`src/verilog/u_link_defines.vh`:
```
// constants for the u-interface link supervision block
`ifndef U_LINK_DEFINES_VH
`define U_LINK_DEFINES_VH
// ************************************************************
// timing
// ************************************************************
`define CLK_MHZ 32'd125
`define SYNC_LOSS_MS 32'd480
`define ACT_TIMEOUT_S 32'd15
`define DEA_SUPERFRAMES 2'd3
// ************************************************************
// register word offsets, word index on adr[4:2]
// ************************************************************
`define REG_STATUS 3'h0
`define REG_CONTROL 3'h1
`define REG_PORT_OPT 3'h2
`define REG_TX_M4 3'h3
`define REG_RX_M4 3'h4
`define REG_FRAME_STATE 3'h5
`define REG_TIMER_OPT 3'h6
`define REG_IRQ_EN 3'h7
// ************************************************************
// status codes and bits
// ************************************************************
`define STS_IDLE 4'h0
`define STS_ACT 4'h1
`define STS_ERROR 4'h4
`define STS_SYNC_LOST 4'h8
`define STS_NO_TRANSP 4'ha
`define STS_ACTIVE 4'hb
`define STS_ERR_BIT 2
// ************************************************************
// control fields
// ************************************************************
`define CTL_ACT_REQ 3
`define CTL_DEA_REQ 2
`define CTL_UPD_DIS 1
`define CTL_CUST_EN 0
`define OPT_SWAP 0
`define OPT_VERIFIED 1
`define OPT_NT_ROLE 2
`define TMR_ACT_DIS 0
`define M4_DEA_BIT 6
`define FRAME_HOLD_CODE 4'ha
`define FRAME_RUN_CODE 4'h0
`define IRQ_SYNC_LOST 0
`define IRQ_ERROR 1
`define IRQ_ACTIVE 2
`define IRQ_NO_TRANSP 3
`define RST_TX_M4 8'hff
`endif

```
`src/verilog/u_timeout.v`:
```
// cycle timeout counter, restarts whenever run drops
`timescale 1ns/1ps
module u_timeout #(
  parameter [31:0] LIMIT = 32'd16
) (
  input wire clk_i,
  input wire rst_i,
  input wire run_i,
  output reg expired_o
);
  reg [31:0] cnt_ff;
  // count while running, one pulse at the limit
  always @(posedge clk_i) begin
    if (rst_i || !run_i) begin
      cnt_ff <= 32'h0;
      expired_o <= 1'b0;
    end else begin
      expired_o <= (cnt_ff == LIMIT - 32'd1);
      if (cnt_ff != LIMIT)
        cnt_ff <= cnt_ff + 32'd1;
    end
  end
endmodule

```
`src/verilog/u_chan_map.v`:
```
// b1/b2/d channel gate and swap stage, registered
`timescale 1ns/1ps
module u_chan_map #(
  parameter [7:0] FILL = 8'hff
) (
  input wire clk_i,
  input wire rst_i,
  input wire en_i,
  input wire swap_i,
  input wire [7:0] b1_i,
  input wire [7:0] b2_i,
  input wire [1:0] d_i,
  output reg [7:0] b1_o,
  output reg [7:0] b2_o,
  output reg [1:0] d_o
);
  // idle fill while disabled, optional b1/b2 exchange
  always @(posedge clk_i) begin
    if (rst_i || !en_i) begin
      b1_o <= FILL;
      b2_o <= FILL;
      d_o <= FILL[1:0];
    end else begin
      b1_o <= swap_i ? b2_i : b1_i;
      b2_o <= swap_i ? b1_i : b2_i;
      d_o <= d_i;
    end
  end
endmodule

```
`src/verilog/u_link_status_and_deactivation.v`:
```
// link status supervision, deactivation control and channel gating
//
// Functional notes
// [RQ1] link-up bit set only while loop is fully active in either role
// [RQ2] fully active line shows sync and link-up bits both at one
// [RQ3] loss of superframe sync gives status 8 and enabled interrupt
// [RQ4] sync lost over 480 ms deactivates, status 4, enabled interrupt
// [RQ5] sync back within 480 ms returns status B, customer enable kept
// [RQ6] high error rate drops transparency, status A without time limit
// [RQ7] controller sets tx act bit and customer enable after lt activation
// [RQ8] nt deactivates warm if request preceded line drop, else cold with error
// [RQ9] nt controller never starts deactivation, answers received dea zero
// [RQ10] verified mode on nt sets deactivation request automatically
// [RQ11] lt controller sends dea zero three superframes then requests down
// [RQ12] lt deactivation sends exactly three superframes with dea zero
// [RQ13] customer enable is zero after reset
// [RQ14] without verified mode software sets customer enable at status B
// [RQ15] after activation b1, b2, d pass to system port in order
// [RQ16] swap bit exchanges b1 and b2 timeslots on system port
// [RQ17] rx maintenance bits readable after link-up; enable gates 2b+d only
// [RQ18] frame state field reads framer state; A holds in sn2, 0 releases
// [RQ19] repeater software polls frame state each millisecond before hold
// [RQ20] timer disable bit stops the 15 second activation timeout
// [RQ21] activation not done in 15 s aborts with error, status bits cleared
// [RQ22] full duplex sets status bits 3, 1, 0 together, code B
// [RQ23] data transparent when verified act or customer enable is one
// [RQ24] status change interrupts only when matching enable bit is one
`timescale 1ns/1ps
`include "u_link_defines.vh"
module u_link_status_and_deactivation #(
  parameter [31:0] SYNC_LOSS_CYC = `SYNC_LOSS_MS * 32'd1000 * `CLK_MHZ,
  parameter [31:0] ACT_TIMEOUT_CYC = `ACT_TIMEOUT_S * 32'd1000000 * `CLK_MHZ
) (
  input wire clk_i,
  input wire rst_i,
  // wishbone slave
  input wire cyc_i,
  input wire stb_i,
  input wire we_i,
  input wire [4:2] adr_i,
  input wire [3:0] sel_i,
  input wire [31:0] dat_i,
  output reg [31:0] dat_o,
  output reg ack_o,
  // transceiver side
  input wire wake_tone_i,
  input wire full_duplex_i,
  input wire sf_sync_i,
  input wire err_high_i,
  input wire far_deact_i,
  input wire superframe_i,
  input wire rx_act_ver_i,
  input wire rx_dea_ver_i,
  input wire [7:0] rx_m4_i,
  input wire [3:0] framer_state_i,
  output reg [3:0] line_status_nibble_o,
  output reg link_up_o,
  output reg act_start_o,
  output reg line_deact_o,
  output reg warm_start_o,
  output reg transparent_o,
  output reg framer_hold_o,
  output reg [7:0] tx_m4_byte_o,
  output reg irq_o,
  // line to system port
  input wire [7:0] line_b1_i,
  input wire [7:0] line_b2_i,
  input wire [1:0] line_d_i,
  output wire [7:0] tdm_b1_o,
  output wire [7:0] tdm_b2_o,
  output wire [1:0] tdm_d_o,
  // system port to line
  input wire [7:0] tdm_b1_i,
  input wire [7:0] tdm_b2_i,
  input wire [1:0] tdm_d_i,
  output wire [7:0] line_b1_o,
  output wire [7:0] line_b2_o,
  output wire [1:0] line_d_o
);
  // ************************************************************
  // states
  // ************************************************************
  localparam [5:0] ST_IDLE = 6'h01;
  localparam [5:0] ST_ACT = 6'h02;
  localparam [5:0] ST_UP = 6'h04;
  localparam [5:0] ST_LOSS = 6'h08;
  localparam [5:0] ST_NOTR = 6'h10;
  localparam [5:0] ST_DEA = 6'h20;

  reg [5:0] state_ff, nxt_state;
  reg [3:0] line_control_nibble_ff;
  reg [2:0] port_option_nibble_ff;
  reg [7:0] tx_m4_byte_ff;
  reg [7:0] rx_m4_ff;
  reg timer_option_byte_ff;
  reg [3:0] irq_en_ff;
  reg error_ff, nxt_error;
  reg [1:0] sf_cnt_ff;
  reg [3:0] nxt_status;
  reg deact_now, clr_act_req, clr_dea_req, set_dea_req;
  wire sync_expired, act_expired;
  wire wb_req = cyc_i & stb_i & ~ack_o;
  wire wr_lo = wb_req & we_i & sel_i[0];
  wire nt_role = port_option_nibble_ff[`OPT_NT_ROLE];
  wire verified = port_option_nibble_ff[`OPT_VERIFIED];
  wire link_active = (state_ff == ST_UP) | (state_ff == ST_DEA);

  // ************************************************************
  // timers
  // ************************************************************
  // 480 ms sync loss deadline runs only while sync is lost
  u_timeout #(.LIMIT(SYNC_LOSS_CYC)) u_sync_tmr (
    .clk_i(clk_i),
    .rst_i(rst_i),
    .run_i(state_ff == ST_LOSS),
    .expired_o(sync_expired)
  );

  // 15 s activation deadline, stopped by the disable bit
  u_timeout #(.LIMIT(ACT_TIMEOUT_CYC)) u_act_tmr (
    .clk_i(clk_i),
    .rst_i(rst_i),
    .run_i((state_ff == ST_ACT) & ~timer_option_byte_ff), // [RQ20]
    .expired_o(act_expired)
  );

  // ************************************************************
  // link state machine
  // ************************************************************
  // next state, error flag and request side effects
  always @* begin
    nxt_state = state_ff;
    nxt_error = error_ff;
    deact_now = 1'b0;
    clr_act_req = 1'b0;
    clr_dea_req = 1'b0;
    set_dea_req = 1'b0;
    case (state_ff)
      ST_IDLE: begin
        if (line_control_nibble_ff[`CTL_ACT_REQ] | wake_tone_i) begin
          nxt_state = ST_ACT;
          nxt_error = 1'b0;
          clr_act_req = 1'b1;
        end
      end
      ST_ACT: begin
        if (full_duplex_i) begin
          nxt_state = ST_UP; // [RQ22]
        end else if (act_expired) begin
          nxt_state = ST_IDLE; // [RQ21]
          nxt_error = 1'b1;
        end
      end
      ST_UP, ST_LOSS, ST_NOTR: begin
        if (state_ff == ST_LOSS && sync_expired) begin
          nxt_state = ST_IDLE; // [RQ4]
          nxt_error = 1'b1;
          deact_now = 1'b1;
        end else if (nt_role && far_deact_i) begin
          nxt_state = ST_IDLE; // [RQ8]
          nxt_error = ~line_control_nibble_ff[`CTL_DEA_REQ];
          clr_dea_req = 1'b1;
          deact_now = 1'b1;
        end else if (!nt_role && line_control_nibble_ff[`CTL_DEA_REQ]) begin
          nxt_state = ST_DEA; // [RQ12]
          clr_dea_req = 1'b1;
        end else if (!sf_sync_i) begin
          nxt_state = ST_LOSS; // [RQ3]
        end else if (err_high_i) begin
          nxt_state = ST_NOTR; // [RQ6]
        end else begin
          nxt_state = ST_UP; // [RQ5]
        end
        if (nt_role && verified && !rx_dea_ver_i && state_ff == ST_UP)
          set_dea_req = 1'b1; // [RQ10]
      end
      ST_DEA: begin
        if (superframe_i && sf_cnt_ff == `DEA_SUPERFRAMES - 2'd1) begin
          nxt_state = ST_IDLE; // [RQ12]
          deact_now = 1'b1;
        end
      end
      default: begin
        nxt_state = ST_IDLE;
      end
    endcase
  end

  // status code from the next state
  always @* begin
    case (nxt_state)
      ST_ACT: nxt_status = `STS_ACT;
      ST_UP, ST_DEA: nxt_status = `STS_ACTIVE; // [RQ1] [RQ2] [RQ22]
      ST_LOSS: nxt_status = `STS_SYNC_LOST; // [RQ3]
      ST_NOTR: nxt_status = `STS_NO_TRANSP; // [RQ6]
      default: nxt_status = nxt_error ? `STS_ERROR : `STS_IDLE; // [RQ4] [RQ21]
    endcase
  end

  // state, status and line event registers
  always @(posedge clk_i) begin
    if (rst_i) begin
      state_ff <= ST_IDLE;
      error_ff <= 1'b0;
      sf_cnt_ff <= 2'd0;
      line_status_nibble_o <= `STS_IDLE;
      link_up_o <= 1'b0;
      act_start_o <= 1'b0;
      line_deact_o <= 1'b0;
      warm_start_o <= 1'b0;
      irq_o <= 1'b0;
    end else begin
      state_ff <= nxt_state;
      error_ff <= nxt_error;
      line_status_nibble_o <= nxt_status;
      link_up_o <= nxt_status[3] & nxt_status[0]; // [RQ1]
      act_start_o <= (state_ff == ST_IDLE) & (nxt_state == ST_ACT);
      line_deact_o <= deact_now;
      // warm start kept until the next activation begins
      if (deact_now)
        warm_start_o <= ~nxt_error; // [RQ8]
      else if (nxt_state == ST_ACT)
        warm_start_o <= 1'b0;
      // three superframe count up from zero toward deactivation
      if (state_ff != ST_DEA)
        sf_cnt_ff <= 2'd0;
      else if (superframe_i)
        sf_cnt_ff <= sf_cnt_ff + 2'd1; // [RQ12]
      // one pulse per status change whose enable is set
      irq_o <= (nxt_status != line_status_nibble_o) & (
        (nxt_status == `STS_SYNC_LOST & irq_en_ff[`IRQ_SYNC_LOST]) |
        (nxt_status == `STS_ERROR & irq_en_ff[`IRQ_ERROR]) |
        (nxt_status == `STS_ACTIVE & irq_en_ff[`IRQ_ACTIVE]) |
        (nxt_status == `STS_NO_TRANSP & irq_en_ff[`IRQ_NO_TRANSP])); // [RQ24]
    end
  end

  // ************************************************************
  // register file
  // ************************************************************
  // software writes, hardware set and clear of request bits
  always @(posedge clk_i) begin
    if (rst_i) begin
      line_control_nibble_ff <= 4'h0; // [RQ13]
      port_option_nibble_ff <= 3'h0;
      tx_m4_byte_ff <= `RST_TX_M4;
      timer_option_byte_ff <= 1'b0;
      irq_en_ff <= 4'h0;
      framer_hold_o <= 1'b0;
    end else begin
      if (wr_lo) begin
        case (adr_i)
          `REG_CONTROL: line_control_nibble_ff <= dat_i[3:0];
          `REG_PORT_OPT: port_option_nibble_ff <= dat_i[2:0];
          `REG_TX_M4: tx_m4_byte_ff <= dat_i[7:0];
          `REG_TIMER_OPT: timer_option_byte_ff <= dat_i[`TMR_ACT_DIS]; // [RQ20]
          `REG_IRQ_EN: irq_en_ff <= dat_i[3:0];
          `REG_FRAME_STATE: begin
            if (dat_i[7:4] == `FRAME_HOLD_CODE)
              framer_hold_o <= 1'b1; // [RQ18]
            else if (dat_i[7:4] == `FRAME_RUN_CODE)
              framer_hold_o <= 1'b0; // [RQ18]
          end
          default: begin
          end
        endcase
      end
      // hardware set and clear win over a write in the same cycle
      if (clr_act_req)
        line_control_nibble_ff[`CTL_ACT_REQ] <= 1'b0;
      if (set_dea_req)
        line_control_nibble_ff[`CTL_DEA_REQ] <= 1'b1; // [RQ10]
      else if (clr_dea_req)
        line_control_nibble_ff[`CTL_DEA_REQ] <= 1'b0;
    end
  end

  // m4 bytes: tx frozen by update disable, rx captured after link-up
  always @(posedge clk_i) begin
    if (rst_i) begin
      tx_m4_byte_o <= `RST_TX_M4;
      rx_m4_ff <= 8'h0;
      transparent_o <= 1'b0;
    end else begin
      if (!line_control_nibble_ff[`CTL_UPD_DIS])
        tx_m4_byte_o <= tx_m4_byte_ff; // [RQ12]
      if (link_active & sf_sync_i)
        rx_m4_ff <= rx_m4_i; // [RQ17]
      transparent_o <= link_active & ((verified & rx_act_ver_i) |
        line_control_nibble_ff[`CTL_CUST_EN]); // [RQ23] [RQ5]
    end
  end

  // wishbone classic answer, one wait state, zero for unmapped
  always @(posedge clk_i) begin
    if (rst_i) begin
      ack_o <= 1'b0;
      dat_o <= 32'h0;
    end else begin
      ack_o <= wb_req;
      if (wb_req && !we_i) begin
        case (adr_i)
          `REG_STATUS: dat_o <= {28'h0, line_status_nibble_o};
          `REG_CONTROL: dat_o <= {28'h0, line_control_nibble_ff};
          `REG_PORT_OPT: dat_o <= {29'h0, port_option_nibble_ff};
          `REG_TX_M4: dat_o <= {24'h0, tx_m4_byte_ff};
          `REG_RX_M4: dat_o <= {24'h0, rx_m4_ff}; // [RQ17]
          `REG_FRAME_STATE: dat_o <= {24'h0, framer_state_i, 3'h0, framer_hold_o}; // [RQ18]
          `REG_TIMER_OPT: dat_o <= {31'h0, timer_option_byte_ff};
          `REG_IRQ_EN: dat_o <= {28'h0, irq_en_ff};
          default: dat_o <= 32'h0;
        endcase
      end
    end
  end

  // ************************************************************
  // channel paths
  // ************************************************************
  // line to system port, enabled once the link is up
  u_chan_map #(.FILL(8'hff)) u_rx_map (
    .clk_i(clk_i),
    .rst_i(rst_i),
    .en_i(link_up_o), // [RQ15]
    .swap_i(port_option_nibble_ff[`OPT_SWAP]), // [RQ16]
    .b1_i(line_b1_i),
    .b2_i(line_b2_i),
    .d_i(line_d_i),
    .b1_o(tdm_b1_o),
    .b2_o(tdm_b2_o),
    .d_o(tdm_d_o)
  );

  // system port to line, gated by transparency on 2b+d only
  u_chan_map #(.FILL(8'hff)) u_tx_map (
    .clk_i(clk_i),
    .rst_i(rst_i),
    .en_i(transparent_o), // [RQ17] [RQ23]
    .swap_i(port_option_nibble_ff[`OPT_SWAP]), // [RQ16]
    .b1_i(tdm_b1_i),
    .b2_i(tdm_b2_i),
    .d_i(tdm_d_i),
    .b1_o(line_b1_o),
    .b2_o(line_b2_o),
    .d_o(line_d_o)
  );
endmodule

```
`config.mk`:
```
export PLATFORM = sky130hd
export DESIGN_NAME = u_link_status_and_deactivation
export DESIGN_NICKNAME = d
export VERILOG_FILES = /design/src/verilog/u_timeout.v /design/src/verilog/u_chan_map.v /design/src/verilog/u_link_status_and_deactivation.v
export VERILOG_INCLUDE_DIRS = /design/src /design/src/verilog
export SDC_FILE = /design/constraint.sdc
export NUM_CORES = 1
export LEC_CHECK = 0
export BUFFER_PORTS_ARGS = -buffer_cell sky130_fd_sc_hd__buf_2
export CORE_ASPECT_RATIO = 0.7
export CORE_MARGIN = 10
export CORE_UTILIZATION = 41
export DETAILED_ROUTE_END_ITERATION = 12
export PLACE_DENSITY = 0.68
export REMOVE_ABC_BUFFERS = 1
export SLEW_MARGIN = 20
export SYNTH_ARGS = -nofsm -noshare
export SYNTH_HDL_FRONTEND = slang
export SYNTH_SLANG_ARGS = --single-unit
```
`constraint.sdc`:
```
create_clock -name clk_i -period 2.45 [get_ports clk_i]
set_input_delay 0.6125 -clock clk_i [delete_from_list [all_inputs] [get_ports clk_i]]
set_output_delay 0.6125 -clock clk_i [all_outputs]
set_load 0.01 [all_outputs]
```
======== Word level (Yosys, flattened, before mapping) ========
Cells that the tools add are included.
word-level totals
  logic and storage cells ................. 169
  input bits .............................. 100
  bits in writable memories ............... 0
  register bits after elaboration ......... 191
  latch bits .............................. 0
  memories ................................ 0
  bits in read-only memories .............. 0
  output and inout bits ................... 88
operators by class
  bitwise operators ....................... 25
  div/mod/pow operators ................... 0
  eq/ne operators ......................... 30
  reduce and logical (&&, ||, !) cells .... 36
  multipliers ............................. 0
  shifts and indexed selects .............. 0
  multiplexer cells ....................... 43
  order comparisons ....................... 0
  add/sub/neg operators ................... 3
operators with widths
  operator                                         number
  one-hot mux 32 bit (8 select lines)              1
  adder 32 x 1 -> 32 bit, second input constant    2
  two-way mux 6 bit                                7
  == test 32 x 26 -> 1 bit, second input constant  1
  == test 32 x 31 -> 1 bit, second input constant  1
  two-way mux 8 bit                                4
  != test 32 x 26 -> 1 bit, second input constant  1
  != test 32 x 31 -> 1 bit, second input constant  1
  one-hot mux 6 bit (4 select lines)               1
  two-way mux 1 bit                                22
  == test 4 bit, second input constant             4
  one-hot mux 4 bit (4 select lines)               1
  AND 1 bit                                        15
  == test 3 bit, second input constant             4
  == test 6 x 2 -> 1 bit, second input constant    2
  == test 6 x 3 -> 1 bit, second input constant    2
  == test 6 x 4 -> 1 bit, second input constant    2
  == test 6 x 5 -> 1 bit, second input constant    2
  == test 6 bit, second input constant             2
  AND reduction 2 bit                              6
  two-way mux 5 bit                                2
  two-way mux 3 bit                                3
  logical AND 1 bit                                8
  zero test 1 bit                                  7
  other kinds (20)                                 36

======== Depth between registers and ports, before layout ========
Gate-level depths: netlist (run 1).
  word-level depth ........................ 15
  depth in mapped cells ................... 9
  mapped depth without buffers ............ 9

======== Modules after synthesis ========
From an unflattened synthesis (run 1), not the netlist that was laid out.
unflattened totals
  cells, all modules ...................... 857
  area, all modules ....................... 7782.5 um^2
modules (own cells, without submodules)
  module                          sequential area each (um^2)  cells each  instances  area each (um^2)
  u_link_status_and_deactivation  1301.2                       358         1          3193.1
  u_timeout (u_sync_tmr)          660.6                        204         1          1711.6
  u_timeout (u_act_tmr)           660.6                        181         1          1586.5
  u_chan_map                      360.3                        57          2          645.6

======== Worst setup path after synthesis (run 1) ========
No wires, ideal clock.
  path type ............................... in2reg
  start point ............................. input port stb_i
  end point ............................... register tx_m4_byte_ff[6]
  arrival time ............................ 2.046 ns
  path buffers ............................ 1
  cell stages on the path ................. 7
  data required time ...................... 2.330 ns
  slack ................................... 0.285 ns
  library setup time ...................... 0.120 ns
  cells stage by stage .................... nand3b_1 nor2_1 nand2_1 nor3b_1 buf_2 nor2b_1 a211o_1
on the way
  longest elaborated chain between the ends .. 5
RTL lines
  item                                  RTL line                              source
  start, declared                       u_link_status_and_deactivation.v:38   input wire stb_i,
  AND 1 bit (2 in series)               u_link_status_and_deactivation.v:102  wire wb_req = cyc_i & stb_i & ~ack_o;
  AND 1 bit (2 in series)               u_link_status_and_deactivation.v:103  wire wr_lo = wb_req & we_i & sel_i[0];
  AND reduction 2 bit (no source line)  --
  end signal, assigned                  u_link_status_and_deactivation.v:246  tx_m4_byte_ff <= `RST_TX_M4;
  end signal, assigned                  u_link_status_and_deactivation.v:255  `REG_TX_M4: tx_m4_byte_ff <= dat_i[7:0];
  end, declared                         u_link_status_and_deactivation.v:93   reg [7:0] tx_m4_byte_ff;
No other way between the ends.
A chain may end at the register's enable or synchronous reset.

======== Worst setup path in the final report (run 1) ========
  start point ............................. register state_ff[3]
  end point ............................... register irq_o
on the way
  longest elaborated chain between the ends .. 13
  elaborated cells on any way between the ends .. 37
  classes of those cells .................. eq/ne (16); mux (10); bitwise (8); reduce/logical (3)
RTL lines
  item                                                                             RTL line                                                                    source
  start, declared                                                                  u_link_status_and_deactivation.v:90                                         reg [5:0] state_ff, nxt_state;
  start signal, assigned                                                           u_link_status_and_deactivation.v:213                                        state_ff <= nxt_state;
  == test 6 x 4 -> 1 bit                                                           u_link_status_and_deactivation.v:138, u_link_status_and_deactivation.v:155
  logical AND 1 bit                                                                u_link_status_and_deactivation.v:155                                        if (state_ff == ST_LOSS && sync_expired) begin
  two-way mux 6 bit                                                                u_link_status_and_deactivation.v:155
  one-hot mux 6 bit (4 select lines)                                               u_link_status_and_deactivation.v:138                                        case (state_ff)
  == test 6 x 3 -> 1 bit / == test 6 bit (equally long branches)                   u_link_status_and_deactivation.v:191                                        case (nxt_state)
  OR reduction 2 bit                                                               u_link_status_and_deactivation.v:191
  one-hot mux 4 bit (4 select lines) (*)                                           u_link_status_and_deactivation.v:191
  == test 4 bit (no source line) / == test 4 x 3 -> 1 bit (equally long branches)  --
  AND 1 bit, on equally long branches                                              u_link_status_and_deactivation.v:231, u_link_status_and_deactivation.v:232
  OR 1 bit (3 in series)                                                           u_link_status_and_deactivation.v:231                                        (nxt_status == `STS_SYNC_LOST & irq_en_ff[`IRQ_SYNC_LOST]) |
  AND 1 bit (*)                                                                    u_link_status_and_deactivation.v:230                                        irq_o <= (nxt_status != line_status_nibble_o) & (
  end signal, assigned                                                             u_link_status_and_deactivation.v:230
  end, declared                                                                    u_link_status_and_deactivation.v:64                                         output reg irq_o,
Mark *: on every way between the ends. The rest lies on a longest branch, timed or not.

==> impl_metrics.ini, run 1 <==
[run_status]
status = finished, final reports clean

[yosys]
synth_area_leaders = dfxtp_1 45%, mux2i_1 7.9%, nor2_1 5.7%
synth_top_area_share_pct = 45.0
synth_seq_cells = 167
yosys_warnings = 0
syn_area_per_cell_um2 = 9.04
async_reset_ff_share_pct = 0
syn-cell-area_um2 = 7430
synth-seq-area-share_pct = 45.0
ys_types = 64
ys.flop_type = dfxtp_1
synth_top_cell_by_area = dfxtp_1
netlist_instances = 822
synth-edff-count = 0

[clock_tree]
tritoncts = built
clock-sinks = 167
cts_root_buf = clkbuf_16
clkSlewWorstSetupHoldPaths_ps = 70
postCtsHoldBufs = 0
htreeDepth = 4
cts_buffers = 17
worstSkewPairLatency_ps = 430
cts_buffer_depth = 2

[hold_path]
hold_class = in2reg
worstHoldStart = line_d_i[0]
whs_path_depth = 2
worstHoldEndpoint = u_rx_map.d_o[0]

[place]
gp_congestion = 0.882
dp_hpwl_um = 13800
io_buffers = 136
dp_slack_ps = 168

[timing]
hold_violations = 0
skew_ps = 13.0
period_needed_ps = 2250
min_period_over_period_pct = 91.8
fmax_mhz = 444
drv_slew = 0
fin_hold_ws_ps = 358
worst_slack_ps = 200
slew_headroom_pct = 59.5
rsz0062_at_grt = false
setup_viol = 0
tightestPinTransition_ps = 602

[route]
drc = 0
drt-initial-drc-count = 366
num_vias = 6085
ant_nets = 0
routedWlPerCell_um = 15.2
vias_per_cell = 5.00
dr.pass1.iters = 5
wirelength_um = 18400

[global_routing]
antenna_found_initial = 1
grt-ovfl-total = 0
grt_pass1_wl_um = 30500
grt_pass1_vias = 5768
grt_util_all_layers_pct = 15.3
grt_max_degree = 34

[finish]
final_nets = 1072
area_delta_synth_final_pct = 20.7
drive_gt1_share_pct = 21.6
final_util_pct = 50.1

[floorplan]
ios = 188
die_h_um = 133
core-area_um2 = 17900
rows = 41
initial_core_util_pct = 41.5
dieArea_um2 = 24000
die_w_um = 181

[setup_path]
timing.rr.start = state_ff[3]
worstSetupPathType = reg2reg
cp-startpoint = state_ff[3]
cp_data_arrival_time_ps = 2570
critPathRequiredTime_ps = 2770
cp-start-kind = register
end_kind = register
crit_fanout = 8
worstReg2RegEnd = irq_o
reg2regPathDepth = 7
regToRegSetupSlack_ps = 200

[pwr]
p_leak_nw = 3.40
fin_total_pwr_mw = 5.82
power.density_nw_per_um2 = 649
ir_drop_v = 0.000401

[run]
cap_violations = 0
==> layout make-up <==
cell class	instances	area, µm²
sequential	167	3350
antenna	1	2.50
fill	1705	8930
clock buffer	20	457
multi-input combinational	603	3810
inverter	19	71.3
timing repair buffer	159	853
tap	236	295
clock inverter	11	138
==> registers in the layout, summed over array words and instances (netlist names), 6 cells and up <==
name	flops
u_tx_map.b1_o	8
tx_m4_byte_ff	8
rx_m4_ff	8
u_act_tmr.cnt_ff	32
u_tx_map.b2_o	8
state_ff	6
u_rx_map.b2_o	8
tx_m4_byte_o	8
u_sync_tmr.cnt_ff	32
dat_o	8
u_rx_map.b1_o	8
==> stage by stage <==
| step | area, µm² | setup TNS (ps) | std cells |
|---|---|---|---|
| global placement | 8360 | 0 | 1184 |
| finish | 8970 | 0 | 1216 |
| global route | 8970 | 0 | 1216 |
| detailed placement | 8360 | 0 | 1184 |
| floorplan | 7210 | -12.1 | 789 |
| CTS | 8950 | 0 | 1215 |
==> cells in the final DEF, fill, tap and decap left out, types with 23 or more instances in the layout <==
| cell type | count |
|---|---|
| a21oi_1 | 24 |
| mux2i_1 | 59 |
| conb_1 | 24 |
| nand3_1 | 26 |
| nand2_1 | 83 |
| dfxtp_1 | 165 |
| nor3_1 | 23 |
| buf_4 | 23 |
| nor2b_1 | 26 |
| xor2_1 | 35 |
| buf_2 | 136 |
| nor2_1 | 113 |
==> cell usage after synthesis, types with 3 or more instances <==
master,n
nand2_1,83
nor2_1,113
buf_1,3
a211o_1,16
and3_1,8
o21ai_0,16
nor4_4,3
ha_1,5
nand2b_1,12
clkbuf_1,25
buf_4,25
nor3_1,23
or3_1,15
a21oi_1,24
a211oi_1,8
nor4b_1,6
nor4_1,7
or4_1,4
nand4_1,17
inv_1,19
xnor2_1,21
o221ai_1,3
mux2i_1,59
nand3_1,26
nor2b_1,26
dfxtp_1,167
buf_2,3
xor2_1,35
a31oi_1,3
==> worst max-delay path by stage <==
stage | endpoint | slack [ps] | cells after the start
after global routing | irq_o | 20 | 7
after CTS | irq_o | 150 | 7
after detailed placement | irq_o | 170 | 8
final | irq_o | 200 | 7
after global placement | irq_o | 170 | 8
after floorplan | tx_m4_byte_ff[0] | -2 | 6
==> where the power goes <==
part | switching, mW | internal (mW) | leakage [nW] | total (mW)
clock | 1.15 | 1.57 | 0.294 | 2.72
sequential | 0.0212 | 2.74 | 1.35 | 2.76
combinational | 0.201 | 0.137 | 1.75 | 0.338
==> timing repair <==
action	4_1_cts	5_1_grt
setup endpoints to repair	0	1
resized for setup	0	3
buffers inserted	0	0
==> worst max-delay path, cell delays in order (launching register included) <==
cell and delay [ps]:
dfxtp_1 410, nor4_4 400, nand2_1 160, nor3b_1 440, o32ai_2 200, nand2_1 100, a31oi_1 80, o311a_1 350
==> kinds of logic (layout without fill, tap and decap cells) <==
group / count (synthesis) / count (layout) / synth area share (%)
buffers and inverters: 75 / 209 / 5.10
XOR/XNOR: 56 / 56 / 6.60
flip-flops: 167 / 167 / 45.0
other: 1 / 25 / 0.0505
adder cells (fa/ha/maj): 5 / 5 / 0.842
AND/OR/NAND/NOR: 366 / 366 / 25.4
multiplexers: 61 / 61 / 8.55
AO/OA/AOI/OAI: 91 / 91 / 8.42
==> layer usage <==
metal / global-route usage (%) / share of wire [%]
met1: 20.9 / 50
met5: 0 / 0
met3: 4.49 / 5.5
met2: 22.6 / 44
met4: 4.54 / 1.1
Note: power is estimated with default switching activity, not from simulation.
==> run 2: changes to the inputs <==
--- a/config.mk
+++ b/config.mk
@@ -7,7 +7,7 @@
 export NUM_CORES = 1
 export LEC_CHECK = 0
 export BUFFER_PORTS_ARGS = -buffer_cell sky130_fd_sc_hd__buf_2
-export CORE_ASPECT_RATIO = 0.7
+export CORE_ASPECT_RATIO = 1.75
 export CORE_MARGIN = 10
 export CORE_UTILIZATION = 41
 export DETAILED_ROUTE_END_ITERATION = 12
==> impl_metrics.ini, run 2 (synthesis gave the netlist of run 1 again) <==
[run_status]
status = finished, final reports clean

[finish]
area_delta_synth_final_pct = 21.2
fillCellCount = 1712
reg.largest.list = u_act_tmr.cnt_ff: 32 flops, u_sync_tmr.cnt_ff: 32 flops
fin_area_um2 = 9010
drive_gt1_share_pct = 21.9
layout_common_cells = 163 x dfxtp_1, 136 x buf_2, 113 x nor2_1
final_cells = 1212
antenna_cells = 0
final_nets = 1070
final_common_cell = dfxtp_1

[timing]
slew_headroom_pct = 61.7
rsz0062_at_grt = false
period_needed_ps = 2270
drv_slew = 0
skew_ps = 8.47
worst_slack_ps = 180
fmax_mhz = 441
setup_viol = 0
hold_violations = 0
min_period_over_period_pct = 92.6
fin_hold_ws_ps = 371
tightestPinTransition_ps = 574

[clock_tree]
htreeDepth = 4
postCtsSetupBuffers = 0
postCtsHoldBufs = 0
cts_buffers = 17
worstSkewPairLatency_ps = 420
cts_root_buf = clkbuf_16
cts_buffer_depth = 2
clkSlewWorstSetupHoldPaths_ps = 60
tritoncts = built
clock-sinks = 167

[setup_path]
end_kind = register
critPathRequiredTime_ps = 2750
crit_fanout = 8
cp_data_arrival_time_ps = 2570
worstSetupPathType = reg2reg
cp-start-kind = register

[pwr]
p_comb_share_pct = 5.7
power.internal_mw = 4.57
power_switching_mw = 1.29
fin_total_pwr_mw = 5.86
p_seq_share_pct = 47.2
ir_drop_v = 0.000338
switching_share_pct = 22.0
power.density_nw_per_um2 = 650
p_leak_nw = 3.40
clkPwrFrac_pct = 47.1

[place]
dp.cells = 1180
dp_slack_ps = 117
io_buffers = 136
gp_congestion = 0.843
placed_area_um2 = 8350
dp_hpwl_um = 14400

[route]
vias_per_cell = 5.05
dr.pass1.iters = 4
num_vias = 6117
drt-initial-drc-count = 265
routedWlPerCell_um = 15.5
ant_nets = 0
drc = 0
wirelength_um = 18700

[global_routing]
grt-ovfl-total = 0
grt_max_degree = 39
grt_pass1_vias = 6115
grt_util_all_layers_pct = 15.5
grt_pass1_wl_um = 30500
antenna_found_initial = 1

[floorplan]
dieArea_um2 = 24100
core-area_um2 = 17900
initial_core_util_pct = 41.5
ios = 188
rows = 65
die_h_um = 198
die_w_um = 122

[hold_path]
hold_class = in2reg

[run]
cap_violations = 0
==> run 2: cell count changes in the layout (fill, tap and decap cells not counted), moves of 2 or more <==
cell        delta
dfxtp_1        -2
inv_6          -3
clkinv_2       +2
clkinvlp_4     +2
dfxtp_2        +2
buf_4          -3
==> run 2: final timing paths <==
kind / startpoint / endpoint / slack (ps) / cells past startpoint
max: state_ff[3] / irq_o / 180 / 7
min: line_d_i[1] / u_rx_map.d_o[1] / 370 / 2
max reg2reg: state_ff[3] / irq_o / 180 / 7
min reg2reg: dat_o[3] / dat_o[3] / 450 / 2
==> run 2: repair_timing <==
item	in CTS	in global routing
hold endpoints to repair	0	0
resized for setup	0	8
setup endpoints to repair	0	1
==> run 2: power groups by stage <==
stage               sequential [mW]  combinational, mW  clock (mW)
floorplan                      2.83              0.151           0
global placement               2.83              0.323           0
detailed placement             2.83              0.328           0
CTS                            2.76              0.330        2.83
global route                   2.77              0.373        2.91
finish                         2.77              0.335        2.76
==> run 2: area by class of cell <==
type	count	area (µm²)	area share, %
multi-input combinational	603	3830	42.5
sequential	167	3350	37.2
timing repair buffer	157	851	9.45
clock buffer	21	470	5.22
tap	234	293	3.25
clock inverter	11	146	1.63
inverter	19	71.3	0.792
==> run 2: stage by stage <==
stage	utilization [%]	setup TNS (ps)
floorplan	-	-12.1
global placement	46.7	0
detailed placement	46.7	0
CTS	50.1	0
global route	50.3	0
finish	50.3	0
==> run 2: worst max-delay path, stage by stage (launching register included) <==
cell and delay, ps:
dfxtp_1 410, nor4_4 400, nand3b_2 170, and3_4 220, or3_4 330, o21ai_0 170
a31oi_1 100, o311a_1 350
==> run 2: routing by layer <==
layer	vias up	wire length [µm]	track usage (%)
li1	3088	-	-
met1	2880	7190	15.8
met2	131	10300	28.5
met4	2	293	7.36
met5	-	17	0
met3	16	922	3.74
==> run 3: changes to the inputs <==
--- a/config.mk
+++ b/config.mk
@@ -12,6 +12,7 @@
 export CORE_UTILIZATION = 41
 export DETAILED_ROUTE_END_ITERATION = 12
 export PLACE_DENSITY = 0.68
+export RECOVER_POWER = 100
 export REMOVE_ABC_BUFFERS = 1
 export SLEW_MARGIN = 20
 export SYNTH_ARGS = -nofsm -noshare
==> impl_metrics.ini, run 3 (synthesis gave the netlist of run 1 again) <==
[floorplan]
initial_core_util_pct = 41.5
dieArea_um2 = 24100
die_w_um = 122
core-area_um2 = 17900
die_h_um = 198
ios = 188
rows = 65

[pwr]
ir_drop_v = 0.000348
power.density_nw_per_um2 = 662
p_leak_nw = 3.22

[setup_path]
max_stage_delay_ps = 420
cp_data_arrival_time_ps = 2580
cp-start-kind = register
crit_fanout = 8
cp_top_family = simple AND/OR/NAND/NOR gates
critPathBufInv = 0
path_cells = nor4_4 > nand3b_2 > and3_4 > or3_4 > o21ai_0 > a31oi_1 > o311a_1
worstSetupPathType = reg2reg
critPathRequiredTime_ps = 2750
end_kind = register
slowest_stage = dfxtp_1

[timing]
setup_viol = 0
drv_slew = 0
skew_ps = 8.79
tightestPinTransition_ps = 790
period_needed_ps = 2270
fmax_mhz = 440
fin_tns_setup_ps = 0
rsz0062_at_grt = false
hold_violations = 0
slew_headroom_pct = 47.3
fin_hold_ws_ps = 369
min_period_over_period_pct = 92.8

[finish]
final_cells = 1212
fin_area_um2 = 8850
multi_input_area_um2 = 3800
layout_common_cells = 163 x dfxtp_1, 113 x nor2_1, 83 x nand2_1
reg.largest.list = u_act_tmr.cnt_ff: 32 flops, u_sync_tmr.cnt_ff: 32 flops
antenna_cells = 0
seq_area_um2 = 3350
final_util_pct = 49.5
final_nets = 1070
fillCellCount = 1741
final_common_cell = dfxtp_1
area_delta_synth_final_pct = 19.1
drive_gt1_share_pct = 14.3

[clock_tree]
cts_buffers = 17
clkSlewWorstSetupHoldPaths_ps = 60
htreeDepth = 4
cts_root_buf = clkbuf_16
worstSkewPairLatency_ps = 420
clock-sinks = 167
tritoncts = built
cts_buffer_depth = 2

[run_status]
status = finished, final reports clean

[global_routing]
grt-ovfl-total = 0
grt_util_all_layers_pct = 15.5
antenna_found_initial = 1
grt_max_degree = 39
grt_pass1_wl_um = 30500
grt_pass1_vias = 6115

[route]
routedWlPerCell_um = 15.6
drt-initial-drc-count = 257
dr.pass1.iters = 4
ant_nets = 0
drc = 0
num_vias = 6156
wirelength_um = 18900
vias_per_cell = 5.08

[run]
cap_violations = 0

[place]
dp_hpwl_um = 14400
placed_area_um2 = 8350
io_buffers = 136
gp_congestion = 0.843
dp.cells = 1180

[hold_path]
hold_class = in2reg
[run 3: cell count changes in the layout (fill, tap and decap cells not counted), moves of 2 or more]
| cell | previous run | this run |
|---|---|---|
| buf_2 | 136 | 71 |
| buf_4 | 20 | 11 |
| clkbuf_1 | 1 | 71 |
| nor4_1 | 7 | 9 |
| clkbuf_2 | 0 | 5 |
[run 3: where the power goes]
part / leakage [nW] / internal (mW) / switching (mW)
clock network: 0.299 / 1.69 / 1.08
logic: 1.57 / 0.128 / 0.198
registers: 1.35 / 2.74 / 0.0247
[run 3: final cells by class]
type,instances,area share [%]
Sequential cell,167,37.8
Inverter,19,0.806
Multi-Input combinational cell,603,42.9
Timing Repair Buffer,157,8.20
Clock buffer,21,5.31
Clock inverter,11,1.65
Tap cell,234,3.31
[run 3: worst paths after layout]
check / cells after the start / from / slack (ps) / to
setup / recovery: 7 / state_ff[3] / 180 / irq_o
hold / removal: 2 / line_d_i[1] / 370 / u_rx_map.d_o[1]
setup reg to reg: 7 / state_ff[3] / 180 / irq_o
hold reg to reg: 2 / dat_o[3] / 450 / dat_o[3]
[run 3: worst register-to-register path: cells and delay by family, from the launching register on]
family           cells  cell delay [ps]
flip-flops           1              420
AND/OR/NAND/NOR      4             1120
AO/OA/AOI/OAI        3              610
[run 3: stage by stage]
step	setup slack [ps]	power, mW
floorplan	-1.52	2.98
detailed placement	117	3.15
CTS	127	5.92
finish	175	5.86
global placement	148	3.15
global route	15.6	6.05
[run 3: what timing repair did]
item	4_1_cts	5_1_grt
gates resized for setup	0	8
hold buffers	0	0
endpoints found under the setup margin	0	1
setup buffers	0	0
[run 3: metal layers]
| layer | track usage [%] | up-vias | wire [µm] |
|---|---|---|---|
| li1 | - | 3089 | - |
| met1 | 15.8 | 2883 | 7240 |
| met2 | 28.5 | 152 | 10100 |
| met3 | 3.74 | 30 | 1000 |
| met4 | 7.36 | 2 | 495 |
| met5 | 0 | - | 18 |
